==> config.mk <==
export PLATFORM = sky130hd
export DESIGN_NAME = fdw_dual_watchdog
export DESIGN_NICKNAME = d
export VERILOG_FILES = /design/src/shared/fdw_pkg.sv /design/src/logic/fdw_dual_watchdog.sv /design/src/logic/fdw_tick_gen.sv /design/src/logic/fdw_timer.sv
export SDC_FILE = /design/constraint.sdc
export NUM_CORES = 1
export LEC_CHECK = 0
export BUFFER_PORTS_ARGS = -buffer_cell sky130_fd_sc_hd__clkbuf_2
export CORE_MARGIN = 5
export CORE_UTILIZATION = 30
export CTS_CLUSTER_DIAMETER = 120
export DETAILED_ROUTE_END_ITERATION = 16
export PLACE_DENSITY = 0.53
export SLEW_MARGIN = 15
export SYNTH_ARGS = -nofsm -noshare
export SYNTH_HDL_FRONTEND = slang
export SYNTH_SLANG_ARGS = --single-unit
==> constraint.sdc <==
create_clock -name mclk_i -period 3.62 [get_ports mclk_i]
set_input_delay 0.181 -clock mclk_i [delete_from_list [all_inputs] [get_ports mclk_i]]
set_output_delay 0.181 -clock mclk_i [all_outputs]
set_load 0.05 [all_outputs]
==> src/shared/fdw_pkg.sv <==
// Package with register map, reset values and carrier types of the dual watchdog.
package fdw_pkg;
   localparam int unsigned ADDR_W = 12;
   localparam int unsigned DATA_W = 16;
   localparam logic [11:0] OFF_PRESCALER = 12'h400;
   localparam logic [11:0] OFF_LOCAL_TIMEOUT = 12'h410;
   localparam logic [11:0] OFF_BUFFER_TIMEOUT = 12'h420;
   localparam logic [11:0] OFF_STATUS = 12'h430;
   localparam logic [11:0] OFF_SAFE_VALUE = 12'h440;
   localparam logic [15:0] RST_PRESCALER = 16'h09c2;
   localparam logic [15:0] RST_LOCAL_TIMEOUT = 16'h03e8;
   localparam logic [15:0] RST_BUFFER_TIMEOUT = 16'h03e8;
   localparam logic [15:0] RST_SAFE_VALUE = 16'h0000;
   localparam int unsigned PRESCALE_EXTRA = 2;
   localparam int unsigned BASE_CLK_MHZ = 25;
   localparam int unsigned SYS_CLK_MHZ = 100;
   localparam int unsigned BASE_DIV = SYS_CLK_MHZ / BASE_CLK_MHZ;
   localparam int unsigned STAT_BUF_EXPIRED = 0;
   localparam int unsigned STAT_LOC_EXPIRED = 1;
   localparam int unsigned STAT_BUF_ENABLED = 2;
   localparam int unsigned STAT_LOC_ENABLED = 3;

   typedef struct packed {
      logic wr;
      logic rd;
      logic [ADDR_W-1:0] addr;
      logic [DATA_W-1:0] wdata;
   } fdw_reg_req_t;

   typedef struct packed {
      logic ack;
      logic err;
      logic [DATA_W-1:0] rdata;
   } fdw_reg_rsp_t;
endpackage : fdw_pkg

==> src/logic/fdw_dual_watchdog.sv <==
// Dual watchdog of the fieldbus slave controller with register port and safe outputs.
`timescale 1ns/1ns
module fdw_dual_watchdog #(
   parameter int unsigned OUT_W = 16
) (
   input wire logic mclk_i,
   input wire logic rst_i,
   input wire fdw_pkg::fdw_reg_req_t reg_req_i,
   output fdw_pkg::fdw_reg_rsp_t reg_rsp_o,
   input wire logic buffer_exchange_i,
   input wire logic local_access_i,
   input wire logic safe_operational_state_i,
   input wire logic [OUT_W-1:0] process_out_i,
   output logic [OUT_W-1:0] process_out_o,
   output logic buffer_expired_o,
   output logic local_expired_o,
   output logic outputs_safe_o
);
   initial begin
      if (OUT_W < 1 || OUT_W > fdw_pkg::DATA_W) $error("fdw_dual_watchdog: OUT_W out of range");
   end

   ////////////////////////////////////////////////////////////////////////////////
   // State

   typedef struct packed {
      logic [15:0] prescaler;
      logic [15:0] local_timeout;
      logic [15:0] buffer_timeout;
      logic [15:0] safe_value;
      logic [OUT_W-1:0] out_data;
      logic safe;
      fdw_pkg::fdw_reg_rsp_t rsp;
   } fdw_main_state_t;

   fdw_main_state_t st_reg;
   fdw_main_state_t st_next;

   logic tick;
   logic buf_exp;
   logic loc_exp;
   logic buf_en;
   logic loc_en;
   logic [15:0] status;

   ////////////////////////////////////////////////////////////////////////////////
   // Shared tick and the two timers

   fdw_tick_gen #(
      .BASE_DIV(fdw_pkg::BASE_DIV)
   ) u_tick (
      .mclk_i(mclk_i),
      .rst_i(rst_i),
      .prescaler_i(st_reg.prescaler),
      .tick_o(tick)
   );

   fdw_timer u_buffer (
      .mclk_i(mclk_i),
      .rst_i(rst_i),
      .tick_i(tick),
      .kick_i(buffer_exchange_i),
      .timeout_i(st_reg.buffer_timeout),
      .expired_o(buf_exp),
      .enabled_o(buf_en)
   );

   fdw_timer u_local (
      .mclk_i(mclk_i),
      .rst_i(rst_i),
      .tick_i(tick),
      .kick_i(local_access_i),
      .timeout_i(st_reg.local_timeout),
      .expired_o(loc_exp),
      .enabled_o(loc_en)
   );

   always_comb begin
      status = 16'h0000;
      status[fdw_pkg::STAT_BUF_EXPIRED] = buf_exp;
      status[fdw_pkg::STAT_LOC_EXPIRED] = loc_exp;
      status[fdw_pkg::STAT_BUF_ENABLED] = buf_en;
      status[fdw_pkg::STAT_LOC_ENABLED] = loc_en;
   end

   ////////////////////////////////////////////////////////////////////////////////
   // Register port and output stage

   always_comb begin
      st_next = st_reg;
      st_next.rsp = '0;
      if (reg_req_i.wr) begin
         st_next.rsp.ack = 1'b1;
         unique case (reg_req_i.addr)
            fdw_pkg::OFF_PRESCALER: st_next.prescaler = reg_req_i.wdata;
            fdw_pkg::OFF_LOCAL_TIMEOUT: st_next.local_timeout = reg_req_i.wdata;
            fdw_pkg::OFF_BUFFER_TIMEOUT: st_next.buffer_timeout = reg_req_i.wdata;
            fdw_pkg::OFF_SAFE_VALUE: st_next.safe_value = reg_req_i.wdata;
            fdw_pkg::OFF_STATUS: begin
            end
            default: st_next.rsp.err = 1'b1;
         endcase
      end else if (reg_req_i.rd) begin
         st_next.rsp.ack = 1'b1;
         unique case (reg_req_i.addr)
            fdw_pkg::OFF_PRESCALER: st_next.rsp.rdata = st_reg.prescaler;
            fdw_pkg::OFF_LOCAL_TIMEOUT: st_next.rsp.rdata = st_reg.local_timeout;
            fdw_pkg::OFF_BUFFER_TIMEOUT: st_next.rsp.rdata = st_reg.buffer_timeout;
            fdw_pkg::OFF_SAFE_VALUE: st_next.rsp.rdata = st_reg.safe_value;
            fdw_pkg::OFF_STATUS: st_next.rsp.rdata = status;
            default: st_next.rsp.err = 1'b1;
         endcase
      end
      // the slave state input is left alone
      st_next.safe = buf_exp || loc_exp;
      if (buf_exp || loc_exp) begin
         st_next.out_data = st_reg.safe_value[OUT_W-1:0];
      end else begin
         // outputs pass even in safe-operational state
         st_next.out_data = process_out_i;
      end
   end

   always_ff @(posedge mclk_i) begin
      if (rst_i) begin
         st_reg.prescaler <= fdw_pkg::RST_PRESCALER;
         st_reg.local_timeout <= fdw_pkg::RST_LOCAL_TIMEOUT;
         st_reg.buffer_timeout <= fdw_pkg::RST_BUFFER_TIMEOUT;
         st_reg.safe_value <= fdw_pkg::RST_SAFE_VALUE;
         st_reg.out_data <= '0;
         st_reg.safe <= 1'b0;
         st_reg.rsp <= '0;
      end else begin
         st_reg <= st_next;
      end
   end

   assign reg_rsp_o = st_reg.rsp;
   assign process_out_o = st_reg.out_data;
   assign buffer_expired_o = buf_exp;
   assign local_expired_o = loc_exp;
   assign outputs_safe_o = st_reg.safe;
endmodule : fdw_dual_watchdog

==> src/logic/fdw_tick_gen.sv <==
// Shared watchdog tick generator: base clock divider and prescaler.
`timescale 1ns/1ns
module fdw_tick_gen #(
   parameter int unsigned BASE_DIV = fdw_pkg::BASE_DIV
) (
   input wire logic mclk_i,
   input wire logic rst_i,
   input wire logic [15:0] prescaler_i,
   output logic tick_o
);
   initial begin
      if (BASE_DIV < 1 || BASE_DIV > 255) $error("fdw_tick_gen: BASE_DIV out of range");
   end

   typedef struct packed {
      logic [7:0] div;
      logic [16:0] pre;
      logic tick;
   } fdw_tick_state_t;

   fdw_tick_state_t st_reg;
   fdw_tick_state_t st_next;

   always_comb begin
      st_next = st_reg;
      st_next.tick = 1'b0;
      if (st_reg.div == 8'(BASE_DIV - 1)) begin
         st_next.div = 8'h00;
         if (st_reg.pre >= 17'({1'b0, prescaler_i}) + 17'(fdw_pkg::PRESCALE_EXTRA - 1)) begin
            st_next.pre = 17'h00000;
            st_next.tick = 1'b1;
         end else begin
            st_next.pre = st_reg.pre + 17'h00001;
         end
      end else begin
         st_next.div = st_reg.div + 8'h01;
      end
   end

   always_ff @(posedge mclk_i) begin
      if (rst_i) begin
         st_reg <= '0;
      end else begin
         st_reg <= st_next;
      end
   end

   assign tick_o = st_reg.tick;
endmodule : fdw_tick_gen

==> src/logic/fdw_timer.sv <==
// One watchdog timer: counts shared ticks and flags expiry until restarted or disabled by a zero timeout.
`timescale 1ns/1ns
module fdw_timer (
   input wire logic mclk_i,
   input wire logic rst_i,
   input wire logic tick_i,
   input wire logic kick_i,
   input wire logic [15:0] timeout_i,
   output logic expired_o,
   output logic enabled_o
);
   typedef struct packed {
      logic [15:0] cnt;
      logic expired;
   } fdw_timer_state_t;

   fdw_timer_state_t st_reg;
   fdw_timer_state_t st_next;

   always_comb begin
      st_next = st_reg;
      if (timeout_i == 16'h0000) begin
         st_next.cnt = 16'h0000;
         st_next.expired = 1'b0;
      end else if (kick_i) begin
         st_next.cnt = 16'h0000;
         st_next.expired = 1'b0;
      end else if (tick_i && !st_reg.expired) begin
         if (st_reg.cnt + 16'h0001 >= timeout_i) begin
            st_next.expired = 1'b1;
            st_next.cnt = 16'h0000;
         end else begin
            st_next.cnt = st_reg.cnt + 16'h0001;
         end
      end
   end

   always_ff @(posedge mclk_i) begin
      if (rst_i) begin
         st_reg <= '0;
      end else begin
         st_reg <= st_next;
      end
   end

   assign expired_o = st_reg.expired;
   assign enabled_o = (timeout_i != 16'h0000);
endmodule : fdw_timer

==> results of run 1 <==
-- layout make-up --
class,count,area share (%)
multi-input cells,731,47.0
flip-flops and latches,159,32.0
repair buffers,124,7.63
well taps,378,4.76
clock buffers,17,4.28
inverters,59,2.23
clock inverters,15,2.08
-- worst max-delay path: cells and delay by family (launching register included) --
family	cells	cell delay, ns
XOR/XNOR	1	0.22
flip-flops	1	0.44
AO/OA/AOI/OAI	6	0.96
AND/OR/NAND/NOR	4	1.03
adder cells (fa/ha/maj)	1	0.27
buffers and inverters	1	0.29
-- placed cells by master, fill, tap and decap left out, drive strengths merged, types with 13 or more instances in the layout --
cell type / Yosys / final
a222oi: 14 / 14
nand4: 19 / 19
mux2i: 26 / 26
inv: 59 / 66
xnor2: 46 / 46
nor4: 13 / 13
dlygate4sd3: 0 / 16
dfxtp: 159 / 159
a211o: 19 / 19
buf: 49 / 23
nand2: 147 / 147
nand3: 40 / 40
xor2: 25 / 25
clkbuf: 33 / 102
mux2: 13 / 13
a21oi: 60 / 60
nor2: 106 / 106
a31oi: 19 / 19
nor3: 40 / 40
and3: 14 / 14
ha: 54 / 54
-- cell families after synthesis --
logic type,after synthesis,share of synthesized area (%)
multiplexers,39,4.77
AND/OR/NAND/NOR,413,22.6
flip-flops,159,37.3
AO/OA/AOI/OAI,154,12.0
buffers and inverters,141,8.09
XOR/XNOR,71,7.29
adder cells (fa/ha/maj),54,7.92
-- what timing repair did --
action                                 in CTS  in global routing
hold buffers                               16                  0
buffers inserted                            0                  0
setup endpoints to repair                   0                 13
endpoints found under the hold margin      16                  0
resized for setup                           0                  2
-- report_power, final --
group,switching [mW],internal (mW),leakage [nW]
registers,0.0101,1.76,1.29
logic,0.134,0.0679,2.40
clock network,0.929,0.956,0.304
-- layer usage --
| metal | routed length (um) | up-vias | global-route usage (%) |
|---|---|---|---|
| li1 | - | 3669 | - |
| met1 | 11000 | 3357 | 19.2 |
| met2 | 10400 | 202 | 23.1 |
| met3 | 1160 | 39 | 2.30 |
| met4 | 642 | 0 | 5.85 |
| met5 | 0 | - | 0 |
-- path summary, 6_finish.rpt --
path / start / end / slack, ns / cells after the start
setup / recovery: u_local.st_reg[3] / u_local.st_reg[15] / 0.32 / 13
hold / removal: reg_req_i[12] / st_reg[47] / 0.03 / 3
setup reg to reg: u_local.st_reg[3] / u_local.st_reg[15] / 0.32 / 13
hold reg to reg: u_local.st_reg[16] / u_local.st_reg[16] / 0.48 / 2
==> flow_summary.yaml, run 1 <==
logic_synthesis:
  synth_cell_types: 54
  seq_area_frac_synth_pct: 37.3
  ys.flop_type: "dfxtp_1"
  synth_top_area_share_pct: 37.3
  synth_commonest_cells: "dfxtp_1 (159), nand2_1 (147), nor2_1 (105), a21oi_1 (60), inv_1 (59)"
  synth_area_leaders: "dfxtp_1 (37%), ha_1 (7.9%), nand2_1 (6.5%), xnor2_1 (4.7%), nor2_1 (4.6%)"
  synth_warnings: 0
  netlist_instances: 1031
  yosysMostFrequentCell: "dfxtp_1"
  synthArstFlopShare_pct: 0
  syn_area_um2: 8530
  synth_edf_count: 0
  yosysTopAreaCell: "dfxtp_1"
  avgSynthCellArea_um2: 8.28
  synth_seq_cells: 159
  syn-num-nets: 1136
global_route:
  grt_max_degree: 84
  grt_overflow: 0
  track_usage_pct: 14.3
  grt_pass1_wl_um: 36200
  antenna_found_initial: 0
  grt_pass1_vias: 6885
timing:
  maxSlewViolCount: 0
  finalSetupTns_ns: 0
  worstMarginPinSlew_ns: 0.987
  setup_violations: 0
  min_period_ns: 3.30
  max_freq_mhz: 303
  timing.final.crit_share_pct: 91.3
  finalWorstSetupSlack_ns: 0.317
  finalHoldViolCount: 0
  slew_headroom_pct: 33.9
  holdWs_ns: 0.0308
  fin_worst_skew_ns: 0.0160
  rsz0062_at_grt: "false"
routing:
  routedWlPerCell_um: 15.7
  vias_per_cell: 4.90
  drt_pass1_iterations: 7
  vias: 7267
  route.detailed.drc: 0
  routed_wl_um: 23200
  initialDrtViolationCount: 557
  ant_nets: 0
power:
  power_density_nw_per_um2: 388
  peakVddDrop_uv: 271
  leakage_nw: 3.99
  finalPower_mw: 3.86
placed_design:
  placed_cells: 1435
  dp_slack_ns: 0.0693
  port_buffers: 86
  hpwl_um: 17100
  gp_congestion: 0.810
  postPlaceCellArea_um2: 9140
clocking:
  clock-root-buffer: "clkbuf_16"
  tritoncts: "yes"
  htree_levels: 4
  cts_made_buffers: 17
  clk-insertion-delay-late_ns: 0.44
  clk_pin_slew_ns: 0.08
  cts_sinks: 159
  ctsLongestPathBuffers: 2
setup_path:
  critPathMostFrequentCell: "nand4_1"
  cpMaxStageDelayCell: "dfxtp_1"
  crit_required_ns: 3.99
  cp_data_arrival_time_ns: 3.67
  cp_slowest_stage_delay_ns: 0.44
  end_kind: "flip-flop"
  setup.worst_path.class: "flip-flop to flip-flop"
  crit_chain: "nand4_1, or2_1, nor3_2, nand4_1, xnor2_1, ha_1, a21oi_1, o21a_1, o21bai_1, a211oi_2, buf_4, a31oi_1, o22ai_1"
  critical_path.max_fanout: 17
  worstSetupStartpointType: "flip-flop"
status:
  outcome: "completed"
finish:
  postLayoutCoreUtil_pct: 35.6
  largest_reg_flops: 64
  n_antenna_cell: 0
  final_layout_size_suffix_gt1_share_pct: 15.4
  final_cells: 1483
  regArea_um2: 3180
  multi_input_area_um2: 4670
  nFillCells: 2939
  nets: 1197
  final_cell_area_um2: 9940
  syn2layout_area_growth_pct: 16.5
floorplan:
  start_util_pct: 30.5
  die_h_um: 179
  die_w_um: 179
  dieArea_um2: 31900
  core_um2: 27900
  io_pins: 88
  row_count: 61
run:
  cap_viol_max_count: 0
hold_path:
  worstHoldPathType: "input pin to flip-flop"
Power figures use the tool's default switching activity.
==> run 2: changes to the inputs <==
Settings changed: CORE_UTILIZATION 30 to 45, MAX_ROUTING_LAYER set to met4, PLACE_DENSITY 0.53 to 0.71.
==> run 2 against run 1 <==
Against the previous run:
- cell count decreased by 10%
- critical path depth increased by 1
- clock-buffer cell count unchanged
- setup slack got worse by 0.019 ns
- largest cell class unchanged
- highest routed layer unchanged
==> flow_summary.yaml, run 2 (synthesis results as in run 1) <==
status:
  outcome: "completed"
global_route:
  grt_overflow: 0
  track_usage_pct: 19.9
  grt_pass1_wl_um: 34400
  grt_max_degree: 65
  antenna_found_initial: 0
  grt_pass1_vias: 6812
finish:
  mostFrequentLayoutCells: "dfxtp_1 (159), nand2_1 (147), nor2_1 (105)"
  syn2layout_area_growth_pct: 13.8
  final_layout_size_suffix_gt1_share_pct: 14.8
  nets: 1190
  largest_reg_flops: 64
  n_antenna_cell: 0
  final_cells: 1332
  final_common_cell: "dfxtp_1"
timing:
  setup_violations: 0
  finalSetupTns_ns: 0
  maxSlewViolCount: 0
  worstMarginPinSlew_ns: 1.18
  finalHoldViolCount: 0
  fin_worst_skew_ns: 0.0116
  timing.final.crit_share_pct: 91.8
  slew_headroom_pct: 21.1
  max_freq_mhz: 301
  rsz0062_at_grt: "false"
  min_period_ns: 3.32
routing:
  route.detailed.drc: 0
  initialDrtViolationCount: 708
  vias_per_cell: 5.50
  vias: 7329
  drt_pass1_iterations: 6
  routed_wl_um: 21300
  routedWlPerCell_um: 16.0
  ant_nets: 0
setup_path:
  worstSetupStartpointType: "flip-flop"
  setup.worst_path.class: "flip-flop to flip-flop"
  critical_path.max_fanout: 17
  cp_data_arrival_time_ns: 3.68
  crit_required_ns: 3.98
  end_kind: "flip-flop"
floorplan:
  core_um2: 18700
  row_count: 50
  die_w_um: 148
  dieArea_um2: 21800
  die_h_um: 148
  io_pins: 88
  start_util_pct: 45.6
clocking:
  clk_pin_slew_ns: 0.08
  cts_setup_buffers: 0
  tritoncts: "yes"
  ctsLongestPathBuffers: 2
  cts_made_buffers: 17
  clock-root-buffer: "clkbuf_16"
  clk-insertion-delay-late_ns: 0.44
  htree_levels: 4
  cts_sinks: 159
placed_design:
  placed_cells: 1284
  hpwl_um: 15300
  port_buffers: 86
  gp_congestion: 0.896
power:
  peakVddDrop_uv: 268
  leakage_nw: 3.95
  power_density_nw_per_um2: 394
  finalPower_mw: 3.82
hold_path:
  worstHoldPathType: "input pin to flip-flop"
run:
  cap_viol_max_count: 0
-- run 2: final cells by class --
class                      instances  area [um^2]
sequential                       159         3180
clock buffer                      17          425
inverter                          59          221
timing repair buffer             117          706
fill                            1712         8990
tap                              234          293
clock inverter                    15          214
multi-input combinational        731         4670
-- run 2: timing repair --
item / 4_1_cts / 5_1_grt
setup endpoints to repair: 0 / 23
hold buffers: 16 / 0
resized for setup: 0 / 2
endpoints found under the hold margin: 16 / 0
-- run 2: final timing paths --
kind,slack [ns],from,endpoint,depth (start not counted)
worst max-delay path,0.30,u_local.st_reg[1],u_local.st_reg[15],14
worst max register to register,0.30,u_local.st_reg[1],u_local.st_reg[15],14
worst min register to register,0.48,u_local.st_reg[16],u_local.st_reg[16],2
worst min-delay path,0.03,reg_req_i[28],reg_rsp_o[17],3
-- run 2: per-layer routing --
metal / global-route usage (%) / up-vias / part of all wire [%]
met2: 32.0 / 227 / 47
li1: - / 3666 / -
met4: 7.55 / 0 / 2.4
met1: 25.6 / 3402 / 46
met3: 2.79 / 34 / 5.4
met5: - / - / 0
-- run 2: through the flow --
stage                     hold slack (ns)  setup slack, ns  utilization [%]  area (um^2)
after CTS                          0.0138           0.0634             51.9         9700
after floorplan                     0.299            0.311                -         8530
after detailed placement            0.412           0.0605             47.6         8900
final                              0.0252            0.298             51.9         9710
after global routing               0.0237           0.0408             51.9         9710
after global placement              0.413            0.185             47.6         8900
-- run 2: where the power goes --
group | internal, mW | total [mW] | switching (mW)
clock network | 0.954 | 1.85 | 0.893
registers | 1.76 | 1.77 | 0.00976
logic | 0.0672 | 0.200 | 0.133
total | 2.79 | 3.82 | 1.04
-- run 2: worst max-delay path: stages, from the launching register on --
cell and delay, ns:
dfxtp_1 0.42, ha_1 0.28, and3_1 0.23, nand3_1 0.13, nor3_1 0.39, nand3_1 0.20
xnor2_1 0.20, ha_1 0.25, nand2_1 0.07, o21a_1 0.12, o21bai_1 0.07, a211oi_2 0.30
buf_4 0.28, a31oi_1 0.11, o22ai_1 0.19
==> run 3: changes to the inputs <==
Settings changed: CORE_ASPECT_RATIO set to 0.75, GPL_TIMING_DRIVEN set to 0.
==> run 3 against run 2 <==
Against the previous run:
- first-iteration DRC count rose by 22%
- die area rose by 0.13%
- clock power barely moved
- clock skew rose by 0.0036 ns
- power rose by 1.3%
- sequential share of layout area fell by 1.3 points
- flip-flop and latch count did not move
- clock-buffer cell count did not move
- utilization rose by 2.6 points
- largest power group unchanged
- critical path type unchanged
- wire length rose by 9.6%
- global-route usage rose by 2.2 points
- design area rose by 4.3%
==> flow_summary.yaml, run 3 (synthesis results as in run 1) <==
power:
  switching_power_mw: 1.07
  switching_share_pct: 27.7
  combPwrFrac_pct: 6.0
  power_density_nw_per_um2: 382
  peakVddDrop_uv: 209
  seqPwrFrac_pct: 45.9
  leakage_nw: 4.18
  clkPwrFrac_pct: 48.2
  internal_power_mw: 2.80
setup_path:
  cp_slowest_stage_delay_ns: 0.43
  end_kind: "flip-flop"
  setup.worst_path.class: "flip-flop to flip-flop"
  worstSetupStartpointType: "flip-flop"
  crit_required_ns: 3.94
  cpMaxStageDelayCell: "dfxtp_1"
  crit_buf_inv: 2
  cp_data_arrival_time_ns: 3.76
  critical_path.max_fanout: 10
  crit_chain: "ha_1, and3_1, and3_1, nand3_1, or2_2, nand2_1, nand2_1, ha_1, nand4_1, nor3_1, a211oi_2, buf_4, buf_2, a31oi_1, o22ai_1"
  critPathTopFamily: "simple AND/OR/NAND/NOR gates"
floorplan:
  row_count: 43
  start_util_pct: 46.0
  io_pins: 88
  die_h_um: 129
  core_um2: 18600
  dieArea_um2: 21800
  die_w_um: 169
finish:
  final_cells: 1414
  nFillCells: 1663
  postLayoutCoreUtil_pct: 54.6
  nets: 1259
  largest_reg_flops: 64
  syn2layout_area_growth_pct: 18.7
  multi_input_area_um2: 4690
  mostFrequentLayoutCells: "dfxtp_1 (158), nand2_1 (147), nor2_1 (104)"
  final_common_cell: "dfxtp_1"
  regArea_um2: 3180
  n_antenna_cell: 0
  final_layout_size_suffix_gt1_share_pct: 17.5
timing:
  maxSlewViolCount: 0
  setup_violations: 0
  finalHoldViolCount: 0
  holdWs_ns: 0.0331
  min_period_ns: 3.44
  timing.final.crit_share_pct: 94.9
  worstMarginPinSlew_ns: 0.774
  slew_headroom_pct: 48.1
  max_freq_mhz: 291
  fin_worst_skew_ns: 0.0153
clocking:
  cts_sinks: 159
  htree_levels: 4
  tritoncts: "yes"
  clk_pin_slew_ns: 0.08
  clk-insertion-delay-late_ns: 0.46
  clock-root-buffer: "clkbuf_16"
  cts_made_buffers: 17
  ctsLongestPathBuffers: 2
placed_design:
  hpwl_um: 17200
  gp_congestion: 0.935
  placed_cells: 1362
  port_buffers: 84
global_route:
  grt_pass1_wl_um: 37300
  grt_pass1_vias: 7117
  grt_overflow: 0
  grt_max_degree: 21
  antenna_found_initial: 1
  track_usage_pct: 22.1
routing:
  routedWlPerCell_um: 16.5
  ant_nets: 0
  routed_wl_um: 23300
  route.detailed.drc: 0
  initialDrtViolationCount: 864
  drt_pass1_iterations: 6
  vias: 7660
  vias_per_cell: 5.42
run:
  cap_viol_max_count: 0
hold_path:
  worstHoldPathType: "input pin to flip-flop"
status:
  outcome: "completed"
## run 3: cell count changes in the layout (fill, tap and decap cells not counted), sizes merged
| cell | before | now |
|---|---|---|
| buf | 16 | 53 |
| clkbuf | 102 | 133 |
| clkinv | 10 | 9 |
| dlygate4sd3 | 16 | 17 |
| inv | 64 | 65 |
## run 3: power groups by stage
stage                     registers (mW)  logic [mW]  clock network (mW)
after floorplan                     1.81       0.132                   0
after global placement              1.82       0.211                   0
after detailed placement            1.82       0.213                   0
after CTS                           1.77       0.228                1.88
after global routing                1.78       0.247                1.97
final                               1.77       0.231                1.86
## run 3: area by class of cell
type / count / area share (%)
buffer: 82 / 4.72
clock buffer: 17 / 4.20
clock inverter: 15 / 2.04
inverter: 59 / 2.19
multi-input combinational: 731 / 46.3
sequential: 159 / 31.4
tap: 247 / 3.05
timing repair buffer: 104 / 6.05
## run 3: routing by layer
layer | wire length (um) | share of wire [%] | global-route usage (%)
met1 | 11000 | 47 | 30.5
met2 | 9610 | 41 | 31.2
met3 | 2020 | 8.7 | 5.46
met4 | 670 | 2.9 | 8.42
met5 | 0 | 0 | -
## run 3: path summary, 6_finish.rpt
kind,start,to,cells after the start,slack [ns]
max,u_local.st_reg[1],u_local.st_reg[7],15,0.18
min,reg_req_i[13],st_reg[80],3,0.03
max reg2reg,u_local.st_reg[1],u_local.st_reg[7],15,0.18
min reg2reg,st_reg[49],process_out_o[14],2,0.48
## run 3: worst min-delay path, stage by stage
cell and delay (ns):
clkbuf_2 0.14, nand2_1 0.07, a21oi_1 0.05
## run 3: repair_timing
item / CTS / global route
cloned: 0 / 0
endpoints found under the hold margin: 17 / 0
resized for setup: 2 / 12
buffers inserted: 0 / 3
setup endpoints to repair: 10 / 43
hold buffers: 17 / 0
pin swaps: 0 / 2
## run 3: through the flow
stage	power (mW)	setup TNS, ns	worst slack (ns)	cell area, um^2
after CTS	3.89	0	0.00767	10100
after global routing	4.00	-0.00146	-0.00146	10100
after global placement	2.03	-2.29	-0.232	9260
final	3.87	0	0.184	10100
after detailed placement	2.03	-2.54	-0.262	9260
after floorplan	1.94	0	0.311	8530
